[src/logic/swr_pkg.sv]
// package: register map, field positions, reset values and timing of the sleep/wake/reset block
package swr_pkg;
    // ==========================================================
    // register byte addresses
    localparam logic [7:0] ADDR_STATUS = 8'h00;
    localparam logic [7:0] ADDR_CTRL = 8'h04;
    localparam logic [7:0] ADDR_CMD = 8'h08;
    localparam logic [7:0] ADDR_PORT = 8'h0c;
    localparam logic [7:0] ADDR_CMP = 8'h10;
    localparam logic [7:0] ADDR_STATE = 8'h14;
    // ==========================================================
    // field positions and reset values
    localparam int ST_PORT_WAKE = 7;
    localparam int ST_CMP_WAKE = 6;
    localparam int ST_TIMEOUT = 4;
    localparam int ST_PWRDN = 3;
    localparam int CTL_WDOG_EN = 0;
    localparam int CTL_PORT_WEN = 1;
    localparam int CTL_CMP_WEN = 2;
    localparam int CMD_SLEEP = 0;
    localparam int CMD_CLR_WDOG = 1;
    localparam logic [2:0] CTRL_RESET = 3'h1;
    localparam logic [7:0] SYNC_RESET = 8'h40;
    // ==========================================================
    // timing: reset stretch rounds up, watchdog period rounds down
    localparam int CLK_MHZ = 25;
    localparam int DRT_NS = 10000;
    localparam int DRT_CYC = (DRT_NS * CLK_MHZ + 999) / 1000;
    localparam int WDOG_NS = 18000000;
    localparam int WDOG_CYC = WDOG_NS / 1000 * CLK_MHZ;
    // ==========================================================
    // serial programming framing and address space
    localparam logic [5:0] PG_LOAD = 6'h02;
    localparam logic [5:0] PG_READ = 6'h04;
    localparam logic [5:0] PG_INC = 6'h06;
    localparam logic [4:0] PG_CMD_LAST = 5'h05;
    localparam logic [4:0] PG_DATA_LAST = 5'h0d;
    localparam logic [10:0] PG_ADDR_RESET = 11'h000;
    localparam logic [10:0] PROT_OPEN_TOP = 11'h040;
    localparam logic [10:0] CAL_ADDR = 11'h3ff;
    localparam logic [10:0] ID_BASE = 11'h400;
    // ==========================================================
    typedef enum logic [2:0] {
        SWR_RUN = 3'b001,
        SWR_SLEEP = 3'b010,
        SWR_RST = 3'b100
    } swr_state_t;
endpackage : swr_pkg

[src/logic/swr_sleep_wake_reset.sv]
// sleep entry, wake-up, reset-cause flags and program/verify port of the core
//
// The register offsets and the APB register port were chosen for this implementation.
`timescale 1ns/1ps
`default_nettype none
module swr_sleep_wake_reset #(
    parameter int WDOG_CYCLES = swr_pkg::WDOG_CYC
) (
    input wire logic i_core_clk,
    input wire logic i_reset,
    input wire logic i_psel,
    input wire logic i_penable,
    input wire logic i_pwrite,
    input wire logic [7:0] i_paddr,
    input wire logic [31:0] i_pwdata,
    output logic [31:0] o_prdata,
    output logic o_pready,
    output logic o_pslverr,
    input wire logic [3:0] i_wake_pins,
    input wire logic [1:0] i_comparator_outputs,
    input wire logic i_master_clear_pin_n,
    input wire logic i_vpp_high,
    input wire logic i_code_protect,
    input wire logic [11:0] i_pmem_rdata,
    output logic o_device_reset,
    output logic o_osc_drive_en,
    output logic o_port_hold,
    output logic o_prog_mode,
    output logic o_prog_data_out,
    output logic o_prog_data_oe,
    output logic [10:0] o_pmem_addr,
    output logic [11:0] o_pmem_wdata,
    output logic o_pmem_we
);
    // ==========================================================
    // declarations
    localparam logic [19:0] WDOG_LAST = 20'(WDOG_CYCLES - 1);
    localparam logic [7:0] DRT_LAST = 8'(swr_pkg::DRT_CYC - 1);
    swr_pkg::swr_state_t state_reg, state_next;
    logic [7:0] sync1_reg, sync2_reg, prev_reg;
    logic [2:0] ctrl_reg;
    logic [3:0] port_snap_reg;
    logic [1:0] cmp_snap_reg;
    logic timeout_flag_n_reg, timeout_flag_n_next;
    logic powerdown_flag_n_reg, powerdown_flag_n_next;
    logic port_wake_flag_reg, port_wake_flag_next;
    logic comparator_wake_flag_reg, comparator_wake_flag_next;
    logic [19:0] watchdog_counter_reg;
    logic [7:0] drt_reg;
    logic osc_en_reg;
    logic pready_reg, pslverr_reg;
    logic [31:0] prdata_reg;
    logic prog_reg, phase_reg, rd_dir_reg, dout_reg, oe_reg, we_reg;
    logic [4:0] bit_cnt_reg;
    logic [13:0] sh_reg;
    logic [10:0] addr_reg;
    logic [11:0] wdata_reg;
    logic [11:0] id_mem [4];

    function automatic logic at(input logic [7:0] a, input logic [7:0] off);
        return a == off;
    endfunction : at

    // ==========================================================
    // pin synchronisers: pins come from outside the clock domain
    wire [7:0] pin_vec = {i_vpp_high, i_master_clear_pin_n, i_comparator_outputs, i_wake_pins};
    always_ff @(posedge i_core_clk) begin
        if (i_reset) begin
            sync1_reg <= swr_pkg::SYNC_RESET;
            sync2_reg <= swr_pkg::SYNC_RESET;
            prev_reg <= swr_pkg::SYNC_RESET;
        end else begin
            sync1_reg <= pin_vec;
            sync2_reg <= sync1_reg;
            prev_reg <= sync2_reg;
        end
    end

    // edge and level views, all from the second stage onward
    wire [3:0] wake_now = sync2_reg[3:0];
    wire [1:0] cmp_now = sync2_reg[5:4];
    wire mclear_low = ~sync2_reg[6];
    wire mclear_fall = prev_reg[6] & ~sync2_reg[6];
    wire vpp_rise = sync2_reg[7] & ~prev_reg[7];
    wire pclk_rise = sync2_reg[1] & ~prev_reg[1];
    wire pdat = sync2_reg[0];

    // ==========================================================
    // apb decode: one wait state so every answer comes from a flop
    wire apb_acc = i_psel & i_penable;
    wire apb_lat = apb_acc & ~pready_reg;
    wire apb_wr = apb_acc & pready_reg & i_pwrite;
    wire rd_lat = apb_lat & ~i_pwrite;
    wire hit_ctrl = at(i_paddr, swr_pkg::ADDR_CTRL);
    wire hit_cmd = at(i_paddr, swr_pkg::ADDR_CMD);
    wire hit_port = at(i_paddr, swr_pkg::ADDR_PORT);
    wire hit_cmp = at(i_paddr, swr_pkg::ADDR_CMP);
    wire hit_stat = at(i_paddr, swr_pkg::ADDR_STATUS);
    wire hit_state = at(i_paddr, swr_pkg::ADDR_STATE);
    wire mapped = hit_ctrl | hit_cmd | hit_port | hit_cmp | hit_stat | hit_state;
    wire [7:0] status_byte = {port_wake_flag_reg, comparator_wake_flag_reg, 1'b0,
                              timeout_flag_n_reg, powerdown_flag_n_reg, 3'h0};
    wire [31:0] rd_next = hit_stat ? {24'h0, status_byte} :
                          hit_ctrl ? {29'h0, ctrl_reg} :
                          hit_port ? {28'h0, wake_now} :
                          hit_cmp ? {30'h0, cmp_now} :
                          hit_state ? {29'h0, prog_reg, state_reg[1], state_reg[2]} : 32'h0;

    // ==========================================================
    // core requests and wake conditions
    wire asleep = state_reg == swr_pkg::SWR_SLEEP;
    wire running = state_reg == swr_pkg::SWR_RUN;
    wire sleep_go = apb_wr & hit_cmd & i_pwdata[swr_pkg::CMD_SLEEP] & running;
    wire clr_cmd = apb_wr & hit_cmd & i_pwdata[swr_pkg::CMD_CLR_WDOG];
    // a mismatch left over from before sleep wakes at once
    wire port_mis = ctrl_reg[swr_pkg::CTL_PORT_WEN] & (wake_now != port_snap_reg);
    wire cmp_mis = ctrl_reg[swr_pkg::CTL_CMP_WEN] & (cmp_now != cmp_snap_reg);
    wire ev_mclear = mclear_fall & ~prog_reg;
    wire ev_wdog = ctrl_reg[swr_pkg::CTL_WDOG_EN] & (watchdog_counter_reg == WDOG_LAST);
    wire ev_pin = asleep & port_mis;
    wire ev_cmp = asleep & cmp_mis;
    wire reset_trig = ev_mclear | ev_wdog | ev_pin | ev_cmp;
    wire hold_rst = mclear_low | prog_reg;

    // ==========================================================
    // control and snapshot registers; a read refreshes the snapshot it shows
    always_ff @(posedge i_core_clk) begin
        if (i_reset) begin
            ctrl_reg <= swr_pkg::CTRL_RESET;
            port_snap_reg <= 4'h0;
            cmp_snap_reg <= 2'h0;
        end else begin
            if (apb_wr & hit_ctrl) begin
                ctrl_reg <= i_pwdata[2:0];
            end
            if (rd_lat & hit_port) begin
                port_snap_reg <= wake_now;
            end
            if (rd_lat & hit_cmp) begin
                cmp_snap_reg <= cmp_now;
            end
        end
    end

    // apb answer flops
    always_ff @(posedge i_core_clk) begin
        if (i_reset) begin
            pready_reg <= 1'b0;
            pslverr_reg <= 1'b0;
            prdata_reg <= 32'h0;
        end else begin
            pready_reg <= apb_lat;
            pslverr_reg <= apb_lat & ~mapped;
            prdata_reg <= (rd_lat & mapped) ? rd_next : 32'h0;
        end
    end

    // ==========================================================
    // reset-cause flags, master clear beats watchdog beats pin beats comparator
    always_comb begin
        timeout_flag_n_next = timeout_flag_n_reg;
        powerdown_flag_n_next = powerdown_flag_n_reg;
        port_wake_flag_next = port_wake_flag_reg;
        comparator_wake_flag_next = comparator_wake_flag_reg;
        if (ev_mclear) begin
            port_wake_flag_next = 1'b0;
            comparator_wake_flag_next = 1'b0;
            if (asleep) begin
                timeout_flag_n_next = 1'b1;
                powerdown_flag_n_next = 1'b0;
            end
        end else if (ev_wdog) begin
            timeout_flag_n_next = 1'b0;
            port_wake_flag_next = 1'b0;
            comparator_wake_flag_next = 1'b0;
            if (asleep) begin
                powerdown_flag_n_next = 1'b0;
            end
        end else if (ev_pin) begin
            port_wake_flag_next = 1'b1;
            comparator_wake_flag_next = 1'b0;
            timeout_flag_n_next = 1'b1;
            powerdown_flag_n_next = 1'b0;
        end else if (ev_cmp) begin
            comparator_wake_flag_next = 1'b1;
            port_wake_flag_next = 1'b0;
            timeout_flag_n_next = 1'b1;
            powerdown_flag_n_next = 1'b0;
        end else if (sleep_go) begin
            timeout_flag_n_next = 1'b1;
            powerdown_flag_n_next = 1'b0;
        end
    end

    // only power-up loads their reset values, never the generated reset
    always_ff @(posedge i_core_clk) begin
        if (i_reset) begin
            timeout_flag_n_reg <= 1'b1;
            powerdown_flag_n_reg <= 1'b1;
            port_wake_flag_reg <= 1'b0;
            comparator_wake_flag_reg <= 1'b0;
        end else begin
            timeout_flag_n_reg <= timeout_flag_n_next;
            powerdown_flag_n_reg <= powerdown_flag_n_next;
            port_wake_flag_reg <= port_wake_flag_next;
            comparator_wake_flag_reg <= comparator_wake_flag_next;
        end
    end

    // ==========================================================
    // run / sleep / reset sequencing
    always_comb begin
        case (state_reg)
            swr_pkg::SWR_RUN: begin
                if (reset_trig | prog_reg) begin
                    state_next = swr_pkg::SWR_RST;
                end else if (sleep_go) begin
                    state_next = swr_pkg::SWR_SLEEP;
                end else begin
                    state_next = swr_pkg::SWR_RUN;
                end
            end
            swr_pkg::SWR_SLEEP: begin
                state_next = (reset_trig | prog_reg) ? swr_pkg::SWR_RST : swr_pkg::SWR_SLEEP;
            end
            swr_pkg::SWR_RST: begin
                state_next = (drt_reg == 8'h0 && !hold_rst) ? swr_pkg::SWR_RUN : swr_pkg::SWR_RST;
            end
            default: begin
                state_next = swr_pkg::SWR_RST;
            end
        endcase
    end

    // reset is internal only: nothing here can pull the master clear pin
    always_ff @(posedge i_core_clk) begin
        if (i_reset) begin
            state_reg <= swr_pkg::SWR_RST;
            drt_reg <= DRT_LAST;
            osc_en_reg <= 1'b1;
        end else begin
            state_reg <= state_next;
            osc_en_reg <= state_next != swr_pkg::SWR_SLEEP;
            if (reset_trig | hold_rst) begin
                drt_reg <= DRT_LAST;
            end else if (drt_reg != 8'h0) begin
                drt_reg <= drt_reg - 8'h1;
            end
        end
    end

    // ==========================================================
    // watchdog: free of the sleep state, so it keeps counting asleep
    wire wdog_clr = sleep_go | clr_cmd | (asleep & reset_trig) | state_reg[2];
    always_ff @(posedge i_core_clk) begin
        if (i_reset) begin
            watchdog_counter_reg <= 20'h0;
        end else if (wdog_clr | ev_wdog | ~ctrl_reg[swr_pkg::CTL_WDOG_EN]) begin
            watchdog_counter_reg <= 20'h0;
        end else begin
            watchdog_counter_reg <= watchdog_counter_reg + 20'h1;
        end
    end

    // ==========================================================
    // program/verify: 6 command bits then 14 framed data bits, lsb first
    wire id_hit = addr_reg[10:2] == swr_pkg::ID_BASE[10:2];
    wire readable = ~i_code_protect | (addr_reg < swr_pkg::PROT_OPEN_TOP) | (addr_reg == swr_pkg::CAL_ADDR);
    wire [11:0] rd_word = id_hit ? id_mem[addr_reg[1:0]] : (readable ? i_pmem_rdata : 12'h0);
    wire [13:0] sh_in = {pdat, sh_reg[13:1]};
    wire [5:0] cmd_word = sh_in[13:8];
    wire cmd_done = prog_reg & pclk_rise & ~phase_reg & (bit_cnt_reg == swr_pkg::PG_CMD_LAST);
    wire data_done = prog_reg & pclk_rise & phase_reg & (bit_cnt_reg == swr_pkg::PG_DATA_LAST);
    wire load_done = data_done & ~rd_dir_reg;
    wire is_xfer = (cmd_word == swr_pkg::PG_LOAD) | (cmd_word == swr_pkg::PG_READ);

    // entry needs clock and data low as the programming voltage rises
    always_ff @(posedge i_core_clk) begin
        if (i_reset) begin
            prog_reg <= 1'b0;
        end else if (vpp_rise & ~sync2_reg[1] & ~pdat) begin
            prog_reg <= 1'b1;
        end else if (~sync2_reg[7]) begin
            prog_reg <= 1'b0;
        end
    end

    // serial shifter, address counter and write strobes
    always_ff @(posedge i_core_clk) begin
        if (i_reset | ~prog_reg) begin
            phase_reg <= 1'b0;
            rd_dir_reg <= 1'b0;
            bit_cnt_reg <= 5'h0;
            sh_reg <= 14'h0;
            addr_reg <= swr_pkg::PG_ADDR_RESET;
            dout_reg <= 1'b0;
            oe_reg <= 1'b0;
            we_reg <= 1'b0;
            wdata_reg <= 12'h0;
        end else begin
            we_reg <= load_done & ~id_hit;
            if (cmd_done) begin
                bit_cnt_reg <= 5'h0;
                phase_reg <= is_xfer;
                rd_dir_reg <= cmd_word == swr_pkg::PG_READ;
                oe_reg <= cmd_word == swr_pkg::PG_READ;
                sh_reg <= {1'b0, rd_word, 1'b0};
                dout_reg <= 1'b0;
                if (cmd_word == swr_pkg::PG_INC) begin
                    addr_reg <= addr_reg + 11'h1;
                end
            end else if (prog_reg & pclk_rise) begin
                bit_cnt_reg <= data_done ? 5'h0 : bit_cnt_reg + 5'h1;
                phase_reg <= phase_reg & ~data_done;
                oe_reg <= oe_reg & ~data_done;
                sh_reg <= (rd_dir_reg & phase_reg) ? {1'b0, sh_reg[13:1]} : sh_in; // commands always shift in
                dout_reg <= sh_reg[1];
                if (load_done) begin
                    wdata_reg <= sh_reg[13:2];
                end
            end
        end
    end

    // id words live only behind the programming port
    always_ff @(posedge i_core_clk) begin
        if (load_done & id_hit) begin
            id_mem[addr_reg[1:0]] <= sh_reg[13:2];
        end
    end

    // ==========================================================
    // outputs, all straight from flops; port hold tracks sleep
    assign o_prdata = prdata_reg;
    assign o_pready = pready_reg;
    assign o_pslverr = pslverr_reg;
    assign o_device_reset = state_reg[2];
    assign o_port_hold = state_reg[1];
    assign o_osc_drive_en = osc_en_reg;
    assign o_prog_mode = prog_reg;
    assign o_prog_data_out = dout_reg;
    assign o_prog_data_oe = oe_reg;
    assign o_pmem_addr = addr_reg;
    assign o_pmem_wdata = wdata_reg;
    assign o_pmem_we = we_reg;
endmodule : swr_sleep_wake_reset
`default_nettype wire

[config.mk]
export PLATFORM = sky130hd
export DESIGN_NAME = swr_sleep_wake_reset
export DESIGN_NICKNAME = d
export VERILOG_FILES = /design/src/logic/swr_pkg.sv /design/src/logic/swr_sleep_wake_reset.sv
export SDC_FILE = /design/constraint.sdc
export NUM_CORES = 1
export LEC_CHECK = 0
export ABC_AREA = 1
export BUFFER_PORTS_ARGS = -buffer_cell sky130_fd_sc_hd__buf_2
export CORE_MARGIN = 2
export CORE_UTILIZATION = 56
export CTS_BUF_LIST = sky130_fd_sc_hd__clkbuf_16
export DETAILED_ROUTE_END_ITERATION = 8
export GPL_TIMING_DRIVEN = 0
export PLACE_DENSITY = 0.8
export SLEW_MARGIN = 20
export SYNTH_ARGS = -nofsm -noshare
export SYNTH_HDL_FRONTEND = slang
export SYNTH_SLANG_ARGS = --single-unit
[constraint.sdc]
create_clock -name i_core_clk -period 3 [get_ports i_core_clk]
set_input_delay 0.15 -clock i_core_clk [delete_from_list [all_inputs] [get_ports i_core_clk]]
set_output_delay 0.15 -clock i_core_clk [all_outputs]
set_load 0.005 [all_outputs]
# --- Word level (Yosys, flattened, before mapping) ---
# Memories as Yosys holds them, arrays and structs flattened. A register that Yosys moved wholly into a read port is not among the register bits.
# Cells that the tools add are included.
classes:
  bitwise: 74
  n_lt_le_gt_ge: 1
  mux: 40
  addsub: 4
  eq_ne: 21
  n_reduce_logical: 19
op_table:
  columns: ["op", "n"]
  rows:
  - ["AND 1 bit", 37]
  - ["2-to-1 mux 13 bit", 2]
  - ["2-to-1 mux 12 bit", 2]
  - ["2-to-1 mux 1 bit", 22]
  - ["adder 20 x 1 -> 20 bit, second input constant", 1]
  - ["equality test 20 x 19 -> 1 bit, second input constant", 1]
  - ["bitwise OR 1 bit", 20]
  - ["NOT 1 bit", 17]
  - ["equality test 8 x 4 -> 1 bit, second input constant", 2]
  - ["equality test 8 x 5 -> 1 bit, second input constant", 2]
  - ["zero test 8 bit", 2]
  - ["2-to-1 mux 3 bit", 5]
  - ["2-to-1 mux 14 bit", 1]
  - ["equality test 6 x 3 -> 1 bit, second input constant", 2]
  - ["adder 11 x 1 -> 11 bit, second input constant", 1]
  - ["equality test 11 x 10 -> 1 bit, second input constant", 1]
  - ["< comparator 11 x 7 -> 1 bit, second input constant", 1]
  - ["equality test 9 bit, second input constant", 1]
  - ["case mux 3 bit (3 select lines)", 1]
  - ["equality test 8 x 3 -> 1 bit, second input constant", 1]
  - ["2-to-1 mux 4 bit", 2]
  - ["2-to-1 mux 8 bit", 1]
  - ["nonzero test 8 bit", 1]
  - ["OR reduction 2 bit", 4]
  - ["other kinds (24)", 29]
totals:
  regBits: 151
  ram_bits: 48
  in_bits: 66
  output_inout_bits: 64
  mem_count: 1
mem_list:
  columns: ["memory", "depth", "word_bits", "read_ports", "rd_ports_with_merged_regs", "wr", "line_no", "text"]
  rows:
  - ["id_mem", 4, 12, 1, 1, 1, "swr_sleep_wake_reset.sv:58", "logic [11:0] id_mem [4];"]

# --- Logic depth before layout (Yosys ltp) ---
# Gate-level depths: netlist of run 1.
logic_depth:
  word_depth: 12
  mapped_depth: 11
  ltp_nobuf: 11

# --- Worst setup path before layout of run 1 ---
# No wires, ideal clock.
synth_timing:
  kind: "register -> register"
  from: "register bit_cnt_reg[0]"
  to: "memory id_mem[0][0], enable pin"
  n_path_buf: 1
  period_less_slack_ps: 2225
  path_slack_ps: 775
  t_arrival_ps: 1845
  stages_incl_launch_ff: 9
  setup_ps: 380
  cell_sequence: "dfxtp_1 ha_1 nand3_1 nor2_1 nand3_2 nor2_4 buf_6 nand2_1 nor2_1"
synth_between:
  elab_chain_cells: 6
synth_lines:
  columns: ["element", "line_no", "text"]
  rows:
  - ["start: declaration", "swr_sleep_wake_reset.sv:54", "logic [4:0] bit_cnt_reg;"]
  - ["start signal: assignment", "swr_sleep_wake_reset.sv:313", "bit_cnt_reg <= data_done ? 5'h0 : bit_cnt_reg + 5'h1;"]
  - ["equality test 5 x 4 -> 1 bit", "swr_sleep_wake_reset.sv:273", "wire data_done = prog_reg & pclk_rise & phase_reg & (bit_cnt_reg == swr_pkg::PG_DATA_LAST);"]
  - ["AND 1 bit", "swr_sleep_wake_reset.sv:273", null]
  - ["AND 1 bit", "swr_sleep_wake_reset.sv:274", "wire load_done = data_done & ~rd_dir_reg;"]
  - ["AND 1 bit", "swr_sleep_wake_reset.sv:327", "if (load_done & id_hit) begin"]
  - ["2-to-1 mux 1 bit", "swr_sleep_wake_reset.sv:327", null]
  - ["2-to-1 mux 1 bit (implied by the code)", "swr_sleep_wake_reset.sv:328", "id_mem[addr_reg[1:0]] <= sh_reg[13:2];"]
  - ["end: declaration", "swr_sleep_wake_reset.sv:58", null]
# Every way passes these cells.

# --- Final worst setup path of run 1 ---
layout_timing:
  from: "register bit_cnt_reg[0]"
  to: "memory id_mem[3][4], enable pin"
# The elaborated chain is that of the path after synthesis.

==> results.cfg, run 1 <==
[placement]
port_buffers = 74
dp_slack_ps = 71.3
placed_cell_area_um2 = 8390
gp_routability_congestion = 0.898
dpl.hpwl_um = 12600

[timing]
relSlewSlack_pct = 47.4
period_minus_slack_ps = 2660
setup_viol = 0
skew_ps = 7.64
fin_ws_ps = 337
worst_pin_slew_ps = 788
period_share_pct = 88.8
fmax_mhz = 375
drv_slew = 0
hold_viol = 0
rsz0062_at_grt = no
setup_tns_ps = 0

[floorplanning]
start_util_pct = 57.7
die_w_um = 121
die_h_um = 121
core_um2 = 13300
ios = 130
row_count = 42
dieArea_um2 = 14700

[synthesis]
ys_ff_latch = 170
yosysTopAreaCell = dfxtp_1
muxShareOfSynthArea_pct = 0
synth_area_leaders = dfxtp_1, edfxtp_1, nor2_1, nand2_1, inv_1
synthSimpleGateAreaFrac_pct = 26.2
synth-compound-area-share_pct = 9.92
synth.cell_area_um2 = 7710
syn_inst = 962
synth_top_area_share_pct = 31.7
synthAdderAreaFrac_pct = 1.30
synth.distinct_cells = 42
synth_top_family_by_area = simple AND/OR/NAND/NOR gates
seq_area_frac_synth_pct = 50.4
yosysWarnings = 0
avgSynthCellArea_um2 = 8.01
synth_xor_area_share_pct = 2.05

[routing]
routed_wl_um = 17900
routed_via_density = 5.16
wl_per_cell_um = 14.0
ant_nets = 0
drc = 0
drtIter0Drc = 430
via_count = 6589
firstDrtPassIters = 5

[min_path]
hp-class = in -> reg

[grt]
antenna_found_initial = 0
grt_max_degree = 17
grt_first_pass_wirelength_um = 29100
grt_util_all_layers_pct = 25.3
grt_pass1_vias = 6174
overflow = 0

[clock_network]
cts_resized = 0
clockBufferDepth = 2
clk_latency_ps = 430
cts_buffers = 17
clk_pin_slew_ps = 70
postCtsSetupBuffers = 0
root_buffer = clkbuf_16
cts-htree-levels = 4
tritoncts = done
cts_num_sinks = 170

[power]
p_int_uw = 3650
leakagePower_uw = 0.00372
swShare_pct = 22.4
power.switching_uw = 1050
p_comb_share_pct = 3.5
ir_worst_vdd_uv = 422
p_per_area_nw_per_um2 = 518
power_frac_clock_pct = 45.9
power_frac_seq_pct = 50.6

[finish]
drive_gt1_share_pct = 16.7
mostFrequentLayoutCell = nor2_1
antennaDiodeCount = 0
largest_reg_flops = 48
layout_common_cells = nor2_1, nand2_1, dfxtp_1
fin_nets = 1161
syn_to_final_growth_pct = 17.6
fin_util_pct = 67.9
final_area_um2 = 9060

[setup_path]
setup.worst_path.start_class = register
crit_path_end_kind = register
critical_path.max_fanout = 12
worst-setup-path-type = reg -> reg
arrival_ps = 2720
required_ps = 3060

[run_status]
status = finished, final reports clean

[job]
maxCapViolCount = 0
-- cell families (layout without fill, tap and decap cells) --
group                      count (synthesis)  count (layout)
AOI/OAI and AO/OA                        140             140
adders and majority gates                  8               8
xor gates and xnor gates                  18              18
buffers and inverters                    173             287
and+or+nand+nor                          452             452
DFF                                      170             170
other                                      1              25
-- cells in the mapped netlist --
library cell / number
buf_4: 28
or2_2: 2
inv_2: 5
or2_1: 2
nand2_1: 145
and3_1: 1
o21a_1: 1
a21oi_1: 43
buf_6: 2
o21ai_2: 1
dfxtp_1: 122
xnor2_1: 6
nand3_4: 1
nor2_2: 5
a31oi_1: 1
nand3_2: 4
nand3_1: 52
nand3b_4: 1
nand2_2: 3
nand4_2: 1
o21ai_0: 67
buf_2: 4
conb_1: 1
o21bai_1: 2
nor3_1: 28
a211oi_1: 3
edfxtp_1: 48
nor2_4: 7
inv_1: 118
o211ai_1: 1
nor3_2: 5
nand2_4: 1
nand4_1: 9
xor2_1: 12
nand3b_1: 2
a21oi_2: 4
ha_1: 8
clkbuf_1: 16
o22ai_1: 13
o31ai_1: 4
nor2_1: 181
nor3b_1: 2
-- layout make-up --
type                       instances  area, µm²
timing repair buffer              82        450
clock buffer                      18        450
inverter                         123        462
clock inverter                    14        136
sequential                       170       3880
multi-input combinational        643       3150
fill                            1095       4280
buffer                            50        313
tap                              176        220
-- repair_timing --
| action | 4_1_cts | 5_1_grt |
|---|---|---|
| hold endpoints to repair | 8 | 0 |
| hold buffers | 8 | 0 |
| setup endpoints to repair | 0 | 0 |
-- layer usage --
| layer | global-route usage [%] | part of all wire (%) | wire length [µm] | vias up |
|---|---|---|---|---|
| met3 | 5.50 | 7.5 | 1340 | 24 |
| met4 | 9.27 | 1.8 | 324 | 0 |
| met1 | 31.0 | 41 | 7390 | 3003 |
| met2 | 43.7 | 49 | 8820 | 249 |
| li1 | - | - | - | 3313 |
| met5 | 0 | 0 | 0 | - |
-- worst max-delay path, stage by stage, from the launching register on --
cell and delay (ps):
dfxtp_1 400, ha_1 250, nand3_1 90, nor2_1 120
nand3_2 170, nor2_4 260, buf_6 190, nand2_1 150
nor2_2 640
-- per-stage QoR --
step | std cells | hold slack, ps | power [µW]
finish | 1276 | 21.8 | 4700
global route | 1276 | 11.5 | 4820
CTS | 1276 | 1.06 | 4710
detailed placement | 1236 | 336 | 2580
global placement | 1236 | 341 | 2580
floorplan | 986 | 254 | 2530
-- power by group through the flow --
stage	Clock [µW]	Sequential, µW	Combinational, µW
2_1_floorplan	0	2430	106
3_3_place_gp	0	2430	149
3_5_place_dp	0	2430	153
4_1_cts	2170	2380	161
5_1_grt	2260	2380	185
6_report	2160	2380	163
-- final timing paths --
| path | slack (ps) | depth (start not counted) | end | start |
|---|---|---|---|---|
| worst max-delay path | 340 | 8 | id_mem[3][4]$_DFFE_PP_ | bit_cnt_reg[0]$_SDFFE_PP0P_ |
| worst min-delay path | 20 | 3 | ctrl_reg[0]$_SDFFE_PP1P_ | i_pwdata[0] |
| worst max register to register | 340 | 8 | id_mem[3][4]$_DFFE_PP_ | bit_cnt_reg[0]$_SDFFE_PP0P_ |
| worst min register to register | 410 | 2 | sync2_reg[7]$_SDFF_PP0_ | sync1_reg[7]$_SDFF_PP0_ |
Power figures use the tool's default switching activity.
==> run 2, diff against run 1 <==
- CORE_MARGIN: 2 -> default
- SKIP_CTS_REPAIR_TIMING: default -> 1
- TNS_END_PERCENT: default -> 50
==> run 2 against run 1 <==
Net effect:
- sequential share of layout area grew 0.11 points
- core utilization shrank 0.18 points
- cell area shrank 0.26%
- global-route usage shrank 0.32 points
- wire length shrank 3.6%
- highest routed layer unchanged
- fmax shrank 6.0%
- die area shrank 3.3%
- critical path depth is the same
- clock skew grew 1.8 ps
- register-to-register slack lost 170 ps
==> results.cfg, run 2 (synthesis results as in run 1) <==
[timing]
period_minus_slack_ps = 2830
worst_pin_slew_ps = 1120
period_share_pct = 94.5
setup_viol = 0
relSlewSlack_pct = 24.8
hold_viol = 0
fin_ws_ps = 165
drv_slew = 0
rsz0062_at_grt = yes
fmax_mhz = 353
skew_ps = 9.45
whs_ps = 23.4

[routing]
firstDrtPassIters = 5
wl_per_cell_um = 13.5
drc = 0
ant_nets = 0
drtIter0Drc = 444
routed_wl_um = 17200
via_count = 6513
routed_via_density = 5.10

[grt]
grt_first_pass_wirelength_um = 27600
overflow = 0
grt_max_degree = 17
grt_util_all_layers_pct = 25.0
antenna_found_initial = 0
grt_pass1_vias = 5866

[min_path]
hp-class = in -> reg
hold_depth = 3
whs_endpoint = ctrl_reg[0]$_SDFFE_PP1P_
hold_start = i_pwdata[0]

[floorplanning]
die_h_um = 119
row_count = 42
dieArea_um2 = 14200
start_util_pct = 57.7
ios = 130
core_um2 = 13300
die_w_um = 119

[power]
leakagePower_uw = 0.00373
ir_worst_vdd_uv = 364
p_per_area_nw_per_um2 = 515

[finish]
syn_to_final_growth_pct = 17.3
drive_gt1_share_pct = 16.5
mostFrequentLayoutCell = nor2_1
layout_common_cells = nor2_1, nand2_1, dfxtp_1
antennaDiodeCount = 0
fin_nets = 1161
largest_reg_flops = 48
final_cell_count_no_fill = 1276

[run_status]
status = finished, final reports clean

[job]
maxCapViolCount = 0

[clock_network]
cts-htree-levels = 4
cts_buffers = 17
root_buffer = clkbuf_16
clockBufferDepth = 2
cts_num_sinks = 170
clk_latency_ps = 440
tritoncts = done
clk_pin_slew_ps = 60

[placement]
gp_routability_congestion = 0.866
dpl.hpwl_um = 12200
dp_slack_ps = 136
port_buffers = 74
dp_cells = 1236

[setup_path]
rrSetupSlack_ps = 170
crit_path_end_kind = register
worst-setup-path-type = reg -> reg
critical_path.max_fanout = 12
required_ps = 3050
r2r_start = bit_cnt_reg[0]$_SDFFE_PP0P_
rr_worst_depth = 8
setup.worst_path.start_class = register
reg2reg_to = id_mem[2][4]$_DFFE_PP_
arrival_ps = 2880
[run 2: cell types whose count changed in the layout (fill, tap and decap cells not counted)]
| cell | before | now |
|---|---|---|
| clkinv_2 | 1 | 6 |
| clkinvlp_4 | 3 | 1 |
| clkinv_4 | 5 | 2 |
| inv_6 | 4 | 3 |
| inv_4 | 0 | 1 |
| nor2_2 | 9 | 7 |
| nor2_1 | 177 | 179 |
[run 2: worst max path at each step]
stage	end	start	cells past startpoint	slack, ps
after floorplan	id_mem[0][0]$_DFFE_PP_	bit_cnt_reg[0]$_SDFFE_PP0P_	8	770
final	id_mem[2][4]$_DFFE_PP_	bit_cnt_reg[0]$_SDFFE_PP0P_	8	170
after global routing	id_mem[1][4]$_DFFE_PP_	bit_cnt_reg[0]$_SDFFE_PP0P_	8	-40
after global placement	id_mem[3][4]$_DFFE_PP_	o_prog_mode$_SDFFE_PP0P_	7	170
after detailed placement	id_mem[0][4]$_DFFE_PP_	bit_cnt_reg[0]$_SDFFE_PP0P_	8	140
after CTS	id_mem[0][4]$_DFFE_PP_	o_prog_mode$_SDFFE_PP0P_	7	120
[run 2: worst max-delay path, cell delays in order, from the launching register on]
cell and delay [ps]:
dfxtp_1 380, ha_1 240, nand3_1 90, nor2_1 140, nand3_2 170, nor2_4 240
buf_6 180, nand2_1 140, nor2_1 870
[run 2: where the power goes]
group	leakage, µW	switching [µW]	internal (µW)
Clock	0.000286	923	1190
Sequential	0.00138	12.9	2370
Combinational	0.00206	86.6	76.3
Total	0.00373	1020	3630
[run 2: metrics by stage]
| stage | total power, µW | setup TNS [ps] | utilization [%] | area, µm² |
|---|---|---|---|---|
| 3_3_place_gp | 2580 | 0 | 62.8 | 8390 |
| 2_1_floorplan | 2530 | 0 | - | 7800 |
| 3_5_place_dp | 2580 | 0 | 62.8 | 8390 |
| 4_1_cts | 4670 | 0 | 67.1 | 8950 |
| 6_report | 4660 | 0 | 67.7 | 9040 |
| 5_1_grt | 4790 | -826 | 67.7 | 9040 |
[run 2: per-layer routing]
metal | wire length, µm | up-vias | track usage [%]
met2 | 8600 | 220 | 43.5
met3 | 1060 | 29 | 5.56
met1 | 7270 | 2953 | 29.9
li1 | - | 3311 | -
met4 | 308 | 0 | 9.84
met5 | 0 | - | 0
[run 2: area by class of cell]
class,count,area (µm²)
clock buffer,18,450
sequential,170,3880
multi-input combinational,643,3140
buffer,50,313
timing repair buffer,82,450
fill,1123,4310
inverter,123,462
tap,176,220
clock inverter,14,118
==> run 3, diff against run 2 <==
- CORE_UTILIZATION: 56 -> 58
- CTS_BUF_LIST: sky130_fd_sc_hd__clkbuf_16 -> sky130_fd_sc_hd__clkbuf_4 sky130_fd_sc_hd__clkbuf_8
- PLACE_DENSITY: 0.8 -> 0.82
==> run 3 against run 2 <==
Net effect:
- cell area shrank 1.4%
- clock power shrank 19%
- first-iteration DRC count decreased by 9.7%
- worst hold slack worse by 26 ps
- total power fell by 8.7%
- combinational power about the same
- the run now ends with hold timing left
- largest cell class unchanged
- wire length fell by 0.80%
- sequential share of layout area up 0.62 points
==> results.cfg, run 3 (synthesis results as in run 1) <==
[setup_path]
setup.worst_path.start_class = register
rrSetupSlack_ps = 460
cp_num_buf_inv = 1
slowest_stage = nor2_2
crit_chain = ha_1, nand3_1, nor2_1, nand3_2, nor2_4, buf_6, nand2_1, nor2_2
critical_path.max_fanout = 12
arrival_ps = 2640
reg2reg_to = id_mem[1][6]$_DFFE_PP_
critPathTopFamily = simple AND/OR/NAND/NOR gates
required_ps = 3090
crit_path_end_kind = register
r2r_start = bit_cnt_reg[0]$_SDFFE_PP0P_
rr_worst_depth = 8
worst-setup-path-type = reg -> reg
cpPeakStageDelay_ps = 580

[floorplanning]
ios = 130
start_util_pct = 60.3
die_h_um = 117
core_um2 = 12800
die_w_um = 117
row_count = 41
dieArea_um2 = 13800

[timing]
setup_viol = 0
period_share_pct = 84.7
whs_ps = -2.18
relSlewSlack_pct = 53.9
drv_slew = 0
fmax_mhz = 394
rsz0062_at_grt = no
worst_pin_slew_ps = 691
skew_ps = 13.5
period_minus_slack_ps = 2540
hold_viol = 1
setup_tns_ps = 0

[routing]
wl_per_cell_um = 13.4
drc = 0
ant_nets = 0
routed_wl_um = 17100
routed_via_density = 5.10
drtIter0Drc = 401
firstDrtPassIters = 5
via_count = 6498

[placement]
dpl.hpwl_um = 12200
port_buffers = 74
placed_cell_area_um2 = 8380
gp_routability_congestion = 0.919

[clock_network]
clk_latency_ps = 470
cts_num_sinks = 170
cts-htree-levels = 4
clk_pin_slew_ps = 80
clockBufferDepth = 2
tritoncts = done
cts_buffers = 17
root_buffer = clkbuf_8

[min_path]
hold_depth = 3
hp-class = in -> reg
hold_start = i_pwdata[1]
whs_endpoint = ctrl_reg[1]$_SDFFE_PP0P_

[run_status]
status = complete, but fails checks
violations = hold timing

[job]
maxCapViolCount = 0

[finish]
mostFrequentLayoutCell = nor2_1
layout_common_cells = nor2_1, nand2_1, dfxtp_1
fin_nets = 1163
largest_reg_flops = 48
fin_util_pct = 69.8
antennaDiodeCount = 0
final_area_um2 = 8910
syn_to_final_growth_pct = 15.6
drive_gt1_share_pct = 16.4

[grt]
grt_pass1_vias = 5892
antenna_found_initial = 0
overflow = 0
grt_first_pass_wirelength_um = 27100
grt_max_degree = 17
grt_util_all_layers_pct = 25.9

[power]
leakagePower_uw = 0.00365
ir_worst_vdd_uv = 404
p_per_area_nw_per_um2 = 477
run 3: cell types whose count changed in the layout (fill, tap and decap cells not counted), moves of 3 or more:
cell / delta
clkbuf_16: -18
clkinv_1: +3
clkbuf_8: +17
clkinv_2: -3
bufinv_16: +3
run 3: routing by layer:
layer | up-vias | wire (µm) | global-route usage, %
met3 | 35 | 995 | 6.18
met2 | 229 | 8500 | 44.4
met4 | 0 | 422 | 10.7
li1 | 3308 | - | -
met5 | - | 0 | 0
met1 | 2926 | 7180 | 31.2
run 3: where the power goes:
group	internal (µW)	total [µW]	leakage, µW	switching, µW
Clock	903	1710	0.000205	804
Combinational	78.1	164	0.00206	86.2
Sequential	2360	2380	0.00138	13.3
Total	3340	4250	0.00365	904
run 3: cell type report:
type	count	area, µm²
tap	172	215
multi-input combinational	643	3150
clock inverter	14	178
fill	1003	3860
inverter	123	462
clock buffer	18	241
buffer	50	313
timing repair buffer	84	470
sequential	170	3880
run 3: how the worst max path moves through the flow:
stage                                 from                endpoint  slack (ps)  cells after the start
5_1_grt        bit_cnt_reg[0]$_SDFFE_PP0P_  id_mem[0][2]$_DFFE_PP_         260                      8
6_report       bit_cnt_reg[0]$_SDFFE_PP0P_  id_mem[1][6]$_DFFE_PP_         460                      8
3_5_place_dp   bit_cnt_reg[0]$_SDFFE_PP0P_  id_mem[0][5]$_DFFE_PP_         150                      8
3_3_place_gp      o_prog_mode$_SDFFE_PP0P_  id_mem[3][4]$_DFFE_PP_         180                      7
4_1_cts        bit_cnt_reg[0]$_SDFFE_PP0P_  id_mem[0][8]$_DFFE_PP_         120                      8
2_1_floorplan  bit_cnt_reg[0]$_SDFFE_PP0P_  id_mem[0][0]$_DFFE_PP_         770                      8
run 3: tightest hold or removal path: stages:
cell	delay [ps]
buf_2	90
o21ai_0	70
a21oi_1	100
run 3: per-stage QoR:
stage                     total power, µW  hold slack [ps]  setup slack (ps)  cells
final                                4250            -2.18               459   1274
after global routing                 4400             4.01               261   1274
after CTS                            4250             -133               123   1264
after detailed placement             2580              347               152   1232
after global placement               2580              342               182   1232
after floorplan                      2530              254               775    986
